File: src/common/lewu_pkg.sv
// Shared constants, entry layout and state encodings of the lookup entry staging bank.
// Assumes a single 200 MHz clock and register offsets given as register numbers.
package lewu_pkg;

  // Clock rate and aging step
  localparam int unsigned CLK_HZ = 200_000_000;
  localparam int unsigned AGE_STEP_S = 150;

  // Register numbers on the plain register port
  localparam logic [15:0] OFS_CMD = 16'h1800;
  localparam logic [15:0] OFS_LOWER = 16'h1801;
  localparam logic [15:0] OFS_UPPER = 16'h1802;
  localparam logic [15:0] OFS_STATUS = 16'h18f0;

  // Field positions
  localparam int CMD_MAKE_BIT = 2;
  localparam int STS_PEND_BIT = 0;
  localparam int STS_FULL_BIT = 1;
  localparam int VALID_BIT = 26;
  localparam int OVR_BIT = 25;
  localparam int STATIC_BIT = 24;
  localparam int FLT_BIT = 23;
  localparam int PEN_BIT = 22;
  localparam int PRI_HI = 21;
  localparam int PRI_LO = 19;
  localparam int PORT_HI = 18;
  localparam int PORT_LO = 16;
  localparam int MAC_HI = 15;

  // Reset values and masks
  localparam logic [31:0] REG_RESET = 32'h0000_0000;
  localparam logic [31:0] UPPER_WMASK = 32'h07ff_ffff;
  localparam logic [1:0] AGE_FULL = 2'h3;
  localparam logic [1:0] AGE_ONE = 2'h1;
  localparam logic [2:0] PORTS_ALL = 3'h7;
  localparam logic [2:0] PORTS_NONE = 3'h0;

  // One table entry; mac[47:32] are the last 16 address bits
  typedef struct packed {
    logic valid;
    logic age1_ovr;
    logic stat;
    logic age0_flt;
    logic pri_en;
    logic [2:0] pri;
    logic [2:0] port;
    logic [47:0] mac;
  } lewu_entry_type;

  // Destination lookup answer
  typedef struct packed {
    logic hit;
    logic drop;
    logic override;
    logic pri_valid;
    logic [2:0] pri;
    logic [2:0] ports;
  } lewu_result_type;

  typedef enum logic [2:0] {
    ST_INIT = 3'b000,
    ST_IDLE = 3'b001,
    ST_READ = 3'b010,
    ST_CHECK = 3'b011,
    ST_COMMIT = 3'b100
  } lewu_state_type;

  typedef enum logic [1:0] {
    OP_MAKE = 2'b00,
    OP_AGE = 2'b01,
    OP_DST = 2'b10,
    OP_SRC = 2'b11
  } lewu_op_type;

  // Staged words to a table entry
  function automatic lewu_entry_type lewu_stage(input logic [31:0] lo, input logic [31:0] up);
    lewu_entry_type e;
    e.valid = up[VALID_BIT];
    e.age1_ovr = up[OVR_BIT];
    e.stat = up[STATIC_BIT];
    e.age0_flt = up[FLT_BIT];
    e.pri_en = up[PEN_BIT];
    e.pri = up[PRI_HI:PRI_LO];
    e.port = up[PORT_HI:PORT_LO];
    e.mac = {up[MAC_HI:0], lo};
    return e;
  endfunction

endpackage

File: src/core/lewu_entry_mem.sv
// Entry table storage: one write port, one read port with registered data.
// Assumes the owner clears every word after reset before trusting it.
module lewu_entry_mem
  import lewu_pkg::*;
#(
  parameter int DEPTH = 64,
  parameter int WIDTH = 58,
  parameter int AW = 6
)
(
  input wire logic clk,
  input wire logic rd_en,
  input wire logic [AW-1:0] rd_addr,
  output logic [WIDTH-1:0] rd_data_q,
  input wire logic wr_en,
  input wire logic [AW-1:0] wr_addr,
  input wire logic [WIDTH-1:0] wr_data
);

  logic [WIDTH-1:0] mem_q [DEPTH];

  // No reset on the array so it maps onto plain RAM
  always_ff @(posedge clk)
  begin
    if (wr_en)
    begin
      mem_q[wr_addr] <= wr_data;
    end
  end

  // Read data land one cycle after the request
  always_ff @(posedge clk)
  begin
    if (rd_en)
    begin
      rd_data_q <= mem_q[rd_addr];
    end
  end

endmodule

File: src/core/lewu_port_map.sv
// Decodes the three-bit port association code of an entry into a port mask.
// Purely combinational; the caller registers the result.
module lewu_port_map
  import lewu_pkg::*;
(
  input wire logic [2:0] code,
  output logic [2:0] mask
);

  // Reserved single-port code yields no port at all
  always_comb
  begin
    unique case (code)
      3'h0: mask = 3'h1;
      3'h1: mask = 3'h2;
      3'h2: mask = 3'h4;
      3'h3: mask = PORTS_NONE;
      3'h4: mask = 3'h3;
      3'h5: mask = 3'h5;
      3'h6: mask = 3'h6;
      3'h7: mask = PORTS_ALL;
    endcase
  end

endmodule

File: src/core/lewu_bank.sv
// Lookup entry staging registers, manual make command, aging sweep and lookups.
// Assumes a synchronous register port and lookup requesters on the same clock.
//
// Added by the designer: the address-and-strobe port.
module lewu_bank
  import lewu_pkg::*;
#(
  parameter int DEPTH = 64,
  parameter int unsigned SEC_CYCLES = CLK_HZ,
  parameter int unsigned STEP_SECONDS = AGE_STEP_S
)
(
  input wire logic clk,
  input wire logic reset_n,
  input wire logic [15:0] bus_addr,
  input wire logic [31:0] bus_wdata,
  input wire logic bus_wr,
  input wire logic bus_rd,
  output logic [31:0] bus_rdata_q,
  input wire logic global_da_pri,
  input wire logic [2:0] port_fwd_state,
  input wire logic [2:0] port_disabled,
  input wire logic dst_req_valid,
  input wire logic [47:0] dst_req_mac,
  output logic dst_req_ready,
  input wire logic src_req_valid,
  input wire logic [47:0] src_req_mac,
  output logic src_req_ready,
  output logic dst_res_valid_q,
  output lewu_result_type dst_res_q
);

  localparam int AW = $clog2(DEPTH);
  localparam int EW = $bits(lewu_entry_type);
  localparam logic [AW-1:0] LAST_IDX = AW'(DEPTH - 1);
  localparam int MAKE_WAIT = 4 * DEPTH + 8;

  logic rst_sync1_q, rst_n_q;
  logic [31:0] lower_q, upper_q;
  logic make_pend_q, age_pend_q, full_q;
  logic make_done, age_done, make_start;
  logic [31:0] sec_cnt_q;
  logic [15:0] step_cnt_q;
  logic sec_tick, age_tick;
  lewu_state_type state_q;
  lewu_op_type op_q;
  logic [AW-1:0] idx_q, hit_idx_q, free_idx_q;
  logic free_found_q, match_hit_q;
  logic [47:0] key_q;
  logic [EW-1:0] rd_raw;
  lewu_entry_type cur, staged, wr_entry;
  logic rd_en, wr_en, match, last;
  logic [AW-1:0] wr_addr;
  logic [2:0] cur_mask;

  // Reset release through two flops; the first feeds only the second
  always_ff @(posedge clk or negedge reset_n)
  begin
    if (!reset_n)
    begin
      rst_sync1_q <= 1'b0;
      rst_n_q <= 1'b0;
    end
    else
    begin
      rst_sync1_q <= 1'b1;
      rst_n_q <= rst_sync1_q;
    end
  end

  // Staging registers; reserved upper bits never store
  always_ff @(posedge clk or negedge rst_n_q)
  begin
    if (!rst_n_q)
    begin
      lower_q <= REG_RESET;
      upper_q <= REG_RESET;
    end
    else if (bus_wr)
    begin
      if (bus_addr == OFS_LOWER)
        lower_q <= bus_wdata;
      if (bus_addr == OFS_UPPER)
        upper_q <= bus_wdata & UPPER_WMASK;
    end
  end

  // Address order: lower word first, upper 16 bits last on the wire
  assign staged = lewu_stage(lower_q, upper_q);

  // Make request; a new request in the finishing cycle is kept
  always_ff @(posedge clk or negedge rst_n_q)
  begin
    if (!rst_n_q)
      make_pend_q <= 1'b0;
    else
      make_pend_q <= (bus_wr && bus_addr == OFS_CMD && bus_wdata[CMD_MAKE_BIT])
                     || (make_pend_q && !make_done);
  end

  // Table full flag, reported until the next make starts
  always_ff @(posedge clk or negedge rst_n_q)
  begin
    if (!rst_n_q)
      full_q <= 1'b0;
    else if (state_q == ST_COMMIT && !match_hit_q && staged.valid && !free_found_q)
      full_q <= 1'b1;
    else if (make_start)
      full_q <= 1'b0;
  end

  // Register read path; unmapped numbers read zero
  always_ff @(posedge clk or negedge rst_n_q)
  begin
    if (!rst_n_q)
      bus_rdata_q <= REG_RESET;
    else if (bus_rd)
    begin
      bus_rdata_q <= REG_RESET;
      unique case (bus_addr)
        OFS_CMD: bus_rdata_q[CMD_MAKE_BIT] <= make_pend_q;
        OFS_LOWER: bus_rdata_q <= lower_q;
        OFS_UPPER: bus_rdata_q <= upper_q;
        OFS_STATUS:
        begin
          bus_rdata_q[STS_PEND_BIT] <= make_pend_q;
          bus_rdata_q[STS_FULL_BIT] <= full_q;
        end
        default: bus_rdata_q <= REG_RESET;
      endcase
    end
  end

  // Aging step divider: seconds, then steps; three steps drain a full timer
  assign sec_tick = (sec_cnt_q == SEC_CYCLES - 1);
  assign age_tick = sec_tick && (step_cnt_q == 16'(STEP_SECONDS - 1));
  always_ff @(posedge clk or negedge rst_n_q)
  begin
    if (!rst_n_q)
    begin
      sec_cnt_q <= 32'h0000_0000;
      step_cnt_q <= 16'h0000;
    end
    else
    begin
      sec_cnt_q <= sec_tick ? 32'h0000_0000 : sec_cnt_q + 32'h0000_0001;
      if (age_tick)
        step_cnt_q <= 16'h0000;
      else if (sec_tick)
        step_cnt_q <= step_cnt_q + 16'h0001;
    end
  end

  // Sweep request; a tick in the finishing cycle is kept
  always_ff @(posedge clk or negedge rst_n_q)
  begin
    if (!rst_n_q)
      age_pend_q <= 1'b0;
    else
      age_pend_q <= age_tick || (age_pend_q && !age_done);
  end

  // Arbitration: make, then sweep, then destination, then source lookups
  assign make_start = state_q == ST_IDLE && make_pend_q;
  assign dst_req_ready = state_q == ST_IDLE && !make_pend_q && !age_pend_q;
  assign src_req_ready = dst_req_ready && !dst_req_valid;

  assign cur = lewu_entry_type'(rd_raw);
  assign match = cur.valid && cur.mac == key_q;
  assign last = idx_q == LAST_IDX;
  assign rd_en = state_q == ST_READ;

  // Scanner: one read and one check per slot
  always_ff @(posedge clk or negedge rst_n_q)
  begin
    if (!rst_n_q)
    begin
      state_q <= ST_INIT;
      op_q <= OP_MAKE;
      idx_q <= '0;
      hit_idx_q <= '0;
      free_idx_q <= '0;
      free_found_q <= 1'b0;
      match_hit_q <= 1'b0;
      key_q <= 48'h0000_0000_0000;
    end
    else
    begin
      unique case (state_q)
        ST_INIT:
        begin
          idx_q <= idx_q + AW'(1);
          if (last)
            state_q <= ST_IDLE;
        end
        ST_IDLE:
        begin
          idx_q <= '0;
          free_found_q <= 1'b0;
          match_hit_q <= 1'b0;
          if (make_pend_q)
          begin
            op_q <= OP_MAKE;
            key_q <= staged.mac;
            state_q <= ST_READ;
          end
          else if (age_pend_q)
          begin
            op_q <= OP_AGE;
            state_q <= ST_READ;
          end
          else if (dst_req_valid)
          begin
            op_q <= OP_DST;
            key_q <= dst_req_mac;
            state_q <= ST_READ;
          end
          else if (src_req_valid)
          begin
            op_q <= OP_SRC;
            key_q <= src_req_mac;
            state_q <= ST_READ;
          end
        end
        ST_READ: state_q <= ST_CHECK;
        ST_CHECK:
        begin
          if (op_q == OP_MAKE && !cur.valid && !free_found_q)
          begin
            free_found_q <= 1'b1;
            free_idx_q <= idx_q;
          end
          if (op_q == OP_MAKE && match)
          begin
            match_hit_q <= 1'b1;
            hit_idx_q <= idx_q;
            state_q <= ST_COMMIT;
          end
          else if (op_q != OP_AGE && op_q != OP_MAKE && match)
            state_q <= ST_IDLE;
          else if (last)
            state_q <= (op_q == OP_MAKE) ? ST_COMMIT : ST_IDLE;
          else
          begin
            idx_q <= idx_q + AW'(1);
            state_q <= ST_READ;
          end
        end
        ST_COMMIT: state_q <= ST_IDLE;
      endcase
    end
  end

  assign make_done = state_q == ST_COMMIT;
  assign age_done = state_q == ST_CHECK && op_q == OP_AGE && last;

  // Table write port: clear, age, refresh and make share one port
  always_comb
  begin
    wr_en = 1'b0;
    wr_addr = idx_q;
    wr_entry = cur;
    if (state_q == ST_INIT)
    begin
      wr_en = 1'b1;
      wr_entry = '0;
    end
    else if (state_q == ST_CHECK && op_q == OP_AGE && cur.valid && !cur.stat)
    begin
      wr_en = 1'b1;
      {wr_entry.age1_ovr, wr_entry.age0_flt} = {cur.age1_ovr, cur.age0_flt} - AGE_ONE;
      if ({cur.age1_ovr, cur.age0_flt} <= AGE_ONE)
        wr_entry.valid = 1'b0;
    end
    else if (state_q == ST_CHECK && op_q == OP_SRC && match && !cur.stat)
    begin
      wr_en = 1'b1;
      {wr_entry.age1_ovr, wr_entry.age0_flt} = AGE_FULL;
    end
    else if (state_q == ST_COMMIT)
    begin
      // Invalid staging with no match writes nothing; a hit is overwritten or deleted
      wr_en = match_hit_q || (staged.valid && free_found_q);
      wr_addr = match_hit_q ? hit_idx_q : free_idx_q;
      wr_entry = staged;
    end
  end

  lewu_entry_mem #(
    .DEPTH(DEPTH),
    .WIDTH(EW),
    .AW(AW)
  ) u_mem (
    .clk(clk),
    .rd_en(rd_en),
    .rd_addr(idx_q),
    .rd_data_q(rd_raw),
    .wr_en(wr_en),
    .wr_addr(wr_addr),
    .wr_data(wr_entry)
  );

  lewu_port_map u_map (
    .code(cur.port),
    .mask(cur_mask)
  );

  // Destination answer, one pulse per destination lookup
  always_ff @(posedge clk or negedge rst_n_q)
  begin
    if (!rst_n_q)
    begin
      dst_res_valid_q <= 1'b0;
      dst_res_q <= '0;
    end
    else
    begin
      dst_res_valid_q <= state_q == ST_CHECK && op_q == OP_DST && (match || last);
      if (state_q == ST_CHECK && op_q == OP_DST)
      begin
        dst_res_q.hit <= match;
        dst_res_q.drop <= match && cur.stat && cur.age0_flt;
        dst_res_q.override <= match && cur.stat && cur.age1_ovr;
        dst_res_q.pri_valid <= match && cur.pri_en && global_da_pri;
        // A miss must not leak the priority of whatever slot was scanned last
        dst_res_q.pri <= (match && cur.pri_en && global_da_pri) ? cur.pri : 3'h0;
        dst_res_q.ports <= match ? (cur_mask & ~port_disabled
          & ((cur.stat && cur.age1_ovr) ? PORTS_ALL : port_fwd_state)) : PORTS_NONE;
      end
    end
  end

  upper_read_a: assert property (@(posedge clk) disable iff (!rst_n_q)
    bus_rd && bus_addr == OFS_UPPER |=> bus_rdata_q[31:27] == 5'h00
      && bus_rdata_q[26:0] == $past(upper_q[26:0]))
    else $error("upper staging read wrong");

  make_finish_a: assert property (@(posedge clk) disable iff (!rst_n_q)
    $rose(make_pend_q) |-> ##[1:MAKE_WAIT] !make_pend_q)
    else $error("make command never finished");

  commit_copy_a: assert property (@(posedge clk) disable iff (!rst_n_q)
    state_q == ST_COMMIT && match_hit_q |-> wr_en && wr_addr == hit_idx_q
      && wr_entry.valid == upper_q[VALID_BIT]
      && wr_entry.mac == {upper_q[MAC_HI:0], lower_q})
    else $error("make did not rewrite the matching entry");

  static_keep_a: assert property (@(posedge clk) disable iff (!rst_n_q)
    state_q == ST_CHECK && cur.stat && (op_q == OP_AGE || op_q == OP_SRC) |-> !wr_en)
    else $error("static entry modified");

  age_step_a: assert property (@(posedge clk) disable iff (!rst_n_q)
    state_q == ST_CHECK && op_q == OP_AGE && cur.valid && !cur.stat
      && {cur.age1_ovr, cur.age0_flt} == AGE_FULL
    |-> wr_en && wr_entry.valid && {wr_entry.age1_ovr, wr_entry.age0_flt} == 2'h2)
    else $error("age timer not decremented");

  age_remove_a: assert property (@(posedge clk) disable iff (!rst_n_q)
    state_q == ST_CHECK && op_q == OP_AGE && cur.valid && !cur.stat
      && {cur.age1_ovr, cur.age0_flt} == AGE_ONE |-> wr_en && !wr_entry.valid)
    else $error("expired entry kept");

  filter_drop_a: assert property (@(posedge clk) disable iff (!rst_n_q)
    state_q == ST_CHECK && op_q == OP_DST && match && cur.stat && cur.age0_flt
    |=> dst_res_valid_q && dst_res_q.drop)
    else $error("filtered address not dropped");

  prio_gate_a: assert property (@(posedge clk) disable iff (!rst_n_q)
    state_q == ST_CHECK && op_q == OP_DST && match
    |=> dst_res_q.pri_valid == $past(cur.pri_en && global_da_pri))
    else $error("priority gating wrong");

  disabled_port_a: assert property (@(posedge clk) disable iff (!rst_n_q)
    state_q == ST_CHECK && op_q == OP_DST |=> (dst_res_q.ports & $past(port_disabled)) == 3'h0)
    else $error("disabled port forwarded");

  reserved_code_a: assert property (@(posedge clk) disable iff (!rst_n_q)
    state_q == ST_CHECK && op_q == OP_DST && match && cur.port == 3'h3
    |=> dst_res_q.ports == PORTS_NONE)
    else $error("reserved port code forwarded");

endmodule

File: config.mk
export PLATFORM = sky130hd
export DESIGN_NAME = lewu_bank
export DESIGN_NICKNAME = d
export VERILOG_FILES = /design/src/common/lewu_pkg.sv /design/src/core/lewu_entry_mem.sv /design/src/core/lewu_port_map.sv /design/src/core/lewu_bank.sv
export SDC_FILE = /design/constraint.sdc
export NUM_CORES = 2
export LEC_CHECK = 0
export ABC_AREA = 0
export BUFFER_PORTS_ARGS = -buffer_cell sky130_fd_sc_hd__buf_2
export CAP_MARGIN = 20
export CORE_ASPECT_RATIO = 1.75
export CORE_MARGIN = 2
export CORE_UTILIZATION = 63
export DETAILED_ROUTE_END_ITERATION = 16
export MAX_ROUTING_LAYER = met4
export PLACE_DENSITY = 0.8
export SYNTH_ARGS = -nofsm -noshare
export SYNTH_HDL_FRONTEND = slang
export SYNTH_SLANG_ARGS = --single-unit
File: constraint.sdc
create_clock -name clk -period 8.3 [get_ports clk]
set_input_delay 0 -clock clk [delete_from_list [all_inputs] [get_ports clk]]
set_output_delay 0 -clock clk [all_outputs]
set_load 0.02 [all_outputs]
Yosys cells after proc, flatten, opt, wreduce, memory -nomap -nowiden
Memory sizes are Yosys's and may differ from the RTL's. A register that Yosys moved wholly into a read port is not among the register bits.
Index checks and enable logic that the tools add are counted.
Widths: inputs -> output; s select.

storage, ports and cells
  register bits after elaboration = 228
  bits in writable memories = 3776
  bits in read-only memories = 24
  input port bits = 157
  output and inout bits = 45
  memories kept = 2

memories
  name              words  width  read ports  clocked after Yosys merged registers in  write ports  line                  source
  u_mem.mem_q       64     59     1           1                                        1            lewu_entry_mem.sv:20  logic [WIDTH-1:0] mem_q [DEPTH];
  (name not given)  8      3      1           0                                        0            lewu_port_map.sv:13   unique case (code)

cells by class
  add/sub/neg operators = 4
  $lt $le $gt $ge = 1
  eq/ne operators = 24
  mux-type cells = 60
  bitwise gates (word level) = 3
  reduce and logical (&&, ||, !) cells = 66

operator list
  operator               count
  $mux 48                4
  $mux 59                2
  $mux 55                2
  $eq 16x13->1 const B   4
  $pmux 29 s2            1
  $eq 48x48->1           1
  $mux 6                 8
  $mux 3                 12
  $logic_and 1x1->1      34
  $add 32x1->32 const B  1
  $eq 32x28->1 const B   1
  $mux 16                2
  $mux 32                1
  $pmux 6 s3             1
  $mux 1                 17
  $add 16x1->16 const B  1
  $eq 16x8->1 const B    1
  $reduce_and 2->1       8
  $pmux 3 s5             1
  $ne 2x2->1 const B     7
  $mux 2                 5
  $logic_not 1->1        9
  $reduce_bool 2->1      4
  $add 6x1->6 const B    1
  22 further kinds       30

Longest topological paths before layout
  depth after elaboration = 9
  depth in mapped cells = 11
  depth with buffers taken out = 8

Modules after synthesis
A second synthesis with hierarchy kept.

unflattened totals
  cell total of the unflattened synthesis = 7410
  area, all modules = 157066.9 um^2

by module, submodules not included
  module          times used  cells each  area each (um^2)  sequential area each (um^2)
  lewu_entry_mem  1           6130        145049.1          115160.4
  lewu_bank       1           1274        11985.2           5705.5
  lewu_port_map   1           6           32.5              0.0

Worst setup path after synthesis
Ideal clock, no wire load.

  path kind = register to register
  start = register u_mem.rd_data_q[7], read port of u_mem.mem_q
  end = memory u_mem.mem_q[44][0] (netlist name) (enable)
  setup time = 0.548 ns
  data arrival time = 6.431 ns
  required time = 7.752 ns
  path slack = 1.321 ns
  stages on the path, launching flop included = 12
  buffers on the path = 3
  clock period less this slack = 6.979 ns
  path through = edfxtp_1 > xor2_1 > or4_1 > nor4_1 > nand4_1 > or3_1 > buf_2 > nor2_4 > nor3_1 > buf_6 > buf_6 > nor3_1

between the ends
  cells in the longest elaborated chain, start to end = 9
  elaborated cells between the ends (all ways) = 12
  those cells by class = eq/ne: 1; mux: 8; reduce/logical: 3

ends and longest elaborated chain
  element                            line                  source
  start: declaration                 lewu_entry_mem.sv:14  output logic [WIDTH-1:0] rd_data_q,
  $eq 48x48->1 *                     lewu_bank.sv:169      assign match = cur.valid && cur.mac == key_q;
  $logic_and 1x1->1 *                lewu_bank.sv:169
  $logic_and 1x1->1 * (2 in series)  lewu_bank.sv:275      else if (state_q == ST_CHECK && op_q == OP_SRC && match && !cur.stat)
  $mux 1                             lewu_bank.sv:275
  $mux 1                             lewu_bank.sv:268      else if (state_q == ST_CHECK && op_q == OP_AGE && cur.valid && !cur.stat)
  $mux 1                             lewu_bank.sv:263      if (state_q == ST_INIT)
  $mux 1                             lewu_entry_mem.sv:25  if (wr_en)
  $mux 1 (implied by the code)       lewu_entry_mem.sv:27  mem_q[wr_addr] <= wr_data;
  end: declaration                   lewu_entry_mem.sv:20

Mark *: on every way between the ends. The rest lies on a longest branch, timed or not.

Final worst setup path
  start = register u_mem.rd_data_q[46], read port of u_mem.mem_q
  end = memory u_mem.mem_q[3][46] (netlist name) (enable)

The elaborated chain is that of the path after synthesis.

==> results_dict.tcl <==
set metrics [dict create \
    antenna_found_initial 67 \
    r2r_end "u_mem.mem_q[3][46]" \
    intPower_w 0.0310 \
    cts_tree "yes" \
    yosysSeqAreaShare 0.771 \
    synth_nets 6945 \
    synth_edf_count 3835 \
    hp-start "port_fwd_state[0]" \
    ys_async_sr_fraction 0.0561 \
    yosys-top-cells-count "edfxtp_1 (3835), mux4_2 (1239), clkbuf_1 (261), dfrtp_1 (228), nand2_1 (221)" \
    sw_frac_of_total 0.201 \
    ys_ff_latch 4063 \
    area_growth_pct 12.5 \
    clkPwrFrac 0.426 \
    r2r_start "u_mem.rd_data_q[46]" \
    clkLatencyLatePin_ns 0.97 \
    nFillCells 12900 \
    synthFlopType "edfxtp_1" \
    comb_power_share 0.006 \
    cts.clk_slew.worst_paths_ns 0.07 \
    holdBufCountCts 183 \
    io_pins 202 \
    core_um2 248000 \
    synth_top_area_cell "edfxtp_1" \
    synthesis.area_um2 157000 \
    rsz0062_at_grt "no" \
    drc 0 \
    drt-initial-drc-count 16600 \
    synthDistinctLibCells 51 \
    drive_gt1_frac 0.307 \
    power_switching_w 0.00781 \
    overflow 0 \
    min_period_over_period 0.731 \
    drv_cap 0 \
    detail-route-antenna-nets 0 \
    min_period_ns 6.07 \
    gp_congestion 0.943 \
    synth_cells 6783 \
    cp-start-kind "flip-flop" \
    whs_ns 0.0819 \
    hold_viol_final 0 \
    hold_depth 5 \
    cts-resized-gates 0 \
    seqPwrFrac 0.568 \
    dpl_cell_area_um2 163000 \
    arrival_ns 6.61 \
    vias_per_cell 7.72 \
    relSlewSlack 0.0559 \
    cp.required_ns 8.84 \
    power.leakage_nw 42.6 \
    worst_pin_slew_ns 1.42 \
    outcome "finished clean" \
    drv_slew 0 \
    wl_um 503000 \
    drtPass1Iterations 13 \
    vias 85500 \
    htreeDepth 5 \
    rrSetupSlack_ns 2.23 \
    whs_endpoint "dst_res_q[0]" \
    grt_pass1_wl_um 686000 \
    final_area_um2 176000 \
    cts-buffers-inserted 341 \
    r2r_cells 12 \
    yosys-top-cells-area "edfxtp_1 (73%), mux4_2 (18%), dfrtp_1 (3.6%)" \
    die_area_um2 253000 \
    peakVddDrop_mv 0.181 \
    synth_top_area_share 0.735 \
    tns_ns 0 \
    detail_route.wl_per_cell_um 45.5 \
    die_w_um 381 \
    first_global_vias 84800 \
    rows 242 \
    grt_max_degree 158 \
    grt.total_usage 0.412 \
    yosysMostFrequentCell "edfxtp_1" \
    die_y_um 664 \
    post_synth.cell_area_avg_um2 23.1 \
    power_density_nw_per_um2 220 \
    fin_nets 7566 \
    setup_violations 0 \
    clkSinkCount 4063 \
    yosysWarnings 0 \
    clock_skew_ns 0.0903 \
    cts_setup_buffers 0 \
    cts_root_buf "clkbuf_16" \
    hold_class "in -> reg" \
    crit_fanout 41 \
    fmaxAchievable_mhz 165 \
    dp.final_hpwl_um 256000 \
    io_buffers 201 \
    clk_path_buf_depth 4 \
    endpoint_kind "flip-flop" \
    worst-setup-path-type "reg -> reg" \
    floorplan.initialDensity 0.632 \
]
## worst max-delay path, stage by stage, from the launching register on
cell and delay [ns]:
edfxtp_1 0.43, xor2_1 0.22, or4_1 0.62, nor4_1 0.91, nand4_1 0.21, or3_1 0.64, nor2_4 0.18, nor3_2 0.05
buf_4 0.31, buf_4 0.43, nor3_2 0.29, buf_4 0.62, buf_4 0.65
## flip-flops by register name, indices dropped and copies added, names as in the netlist, 2 cells and up
| name | cells |
|---|---|
| dst_res_q | 10 |
| bus_rdata_q | 32 |
| idx_q | 6 |
| op_q | 2 |
| free_idx_q | 6 |
| upper_q | 27 |
| lower_q | 32 |
| sec_cnt_q | 32 |
| hit_idx_q | 6 |
| key_q | 48 |
| step_cnt_q | 16 |
| u_mem.rd_data_q | 59 |
| u_mem.mem_q | 3776 |
| state_q | 3 |
## metal layers
layer	part of all wire	up-vias	global-route usage	routed length, µm
met5	0	-	-	0
met4	0.086	0	0.275	43400
met2	0.48	9610	0.620	240000
li1	-	30100	-	-
met3	0.15	2338	0.146	73800
met1	0.29	43500	0.468	146000
## cell families after synthesis
kind of cell / synth area share
AOI/OAI and AO/OA: 0.00830
xor gates and xnor gates: 0.00441
adders and majority gates: 0.000399
buffers and inverters: 0.00970
DFF: 0.771
muxes: 0.187
other: 0.0000239
and+or+nand+nor: 0.0196
## worst max-delay path by stage
stage                        startpoint            endpoint  slack [ns]  cells after the start
floorplan            u_mem.rd_data_q[7]  u_mem.mem_q[44][0]        1.32                     11
global placement    u_mem.rd_data_q[12]   u_mem.mem_q[3][9]        2.70                     12
CTS                  u_mem.rd_data_q[7]  u_mem.mem_q[3][39]        2.53                     12
finish              u_mem.rd_data_q[46]  u_mem.mem_q[3][46]        2.23                     12
global route        u_mem.rd_data_q[46]  u_mem.mem_q[3][46]        2.14                     12
detailed placement   u_mem.rd_data_q[7]   u_mem.mem_q[3][9]        2.64                     12
## placed cells by master (no fill, tap or decap), drive strengths merged, types with 56 or more instances in the layout
cell type	Yosys	layout
buf	99	455
mux2	71	71
a21oi	93	93
nor3	77	77
o21ai	71	71
dfrtp	228	228
diode	0	92
nand3	84	84
clkbuf	261	431
dlygate4sd3	0	183
nand2	221	221
mux4	1239	1239
clkinv	0	124
edfxtp	3835	3835
mux2i	56	56
nor2	145	145
## stage by stage
stage          setup WS [ns]  cells  power [W]  utilization
6_report                2.23  11100     0.0388        0.711
5_1_grt                 2.14  11100     0.0395        0.711
2_1_floorplan           1.32   6783     0.0226            -
3_3_place_gp            2.70  10200     0.0227        0.658
4_1_cts                 2.53  11000     0.0388        0.710
3_5_place_dp            2.64  10200     0.0227        0.658
## power groups by stage
stage | registers (W) | logic (W) | clock network (W)
2_1_floorplan | 0.0226 | 0.0000336 | 0
3_3_place_gp | 0.0225 | 0.000130 | 0
3_5_place_dp | 0.0225 | 0.000134 | 0
4_1_cts | 0.0221 | 0.000201 | 0.0165
5_1_grt | 0.0221 | 0.000230 | 0.0172
6_report | 0.0221 | 0.000221 | 0.0165
## area by class of cell
class / count / area, µm² / share of cell area
Clock inverter: 189 / 1820 / 0.0103
Multi-Input combinational cell: 2337 / 34800 / 0.198
Inverter: 23 / 86.3 / 0.000490
Sequential cell: 4063 / 121000 / 0.686
Timing Repair Buffer: 638 / 5100 / 0.0289
Antenna cell: 92 / 230 / 0.00131
Tap cell: 3294 / 4120 / 0.0234
Clock buffer: 431 / 9240 / 0.0524
Note: power is estimated with default switching activity, not from simulation.
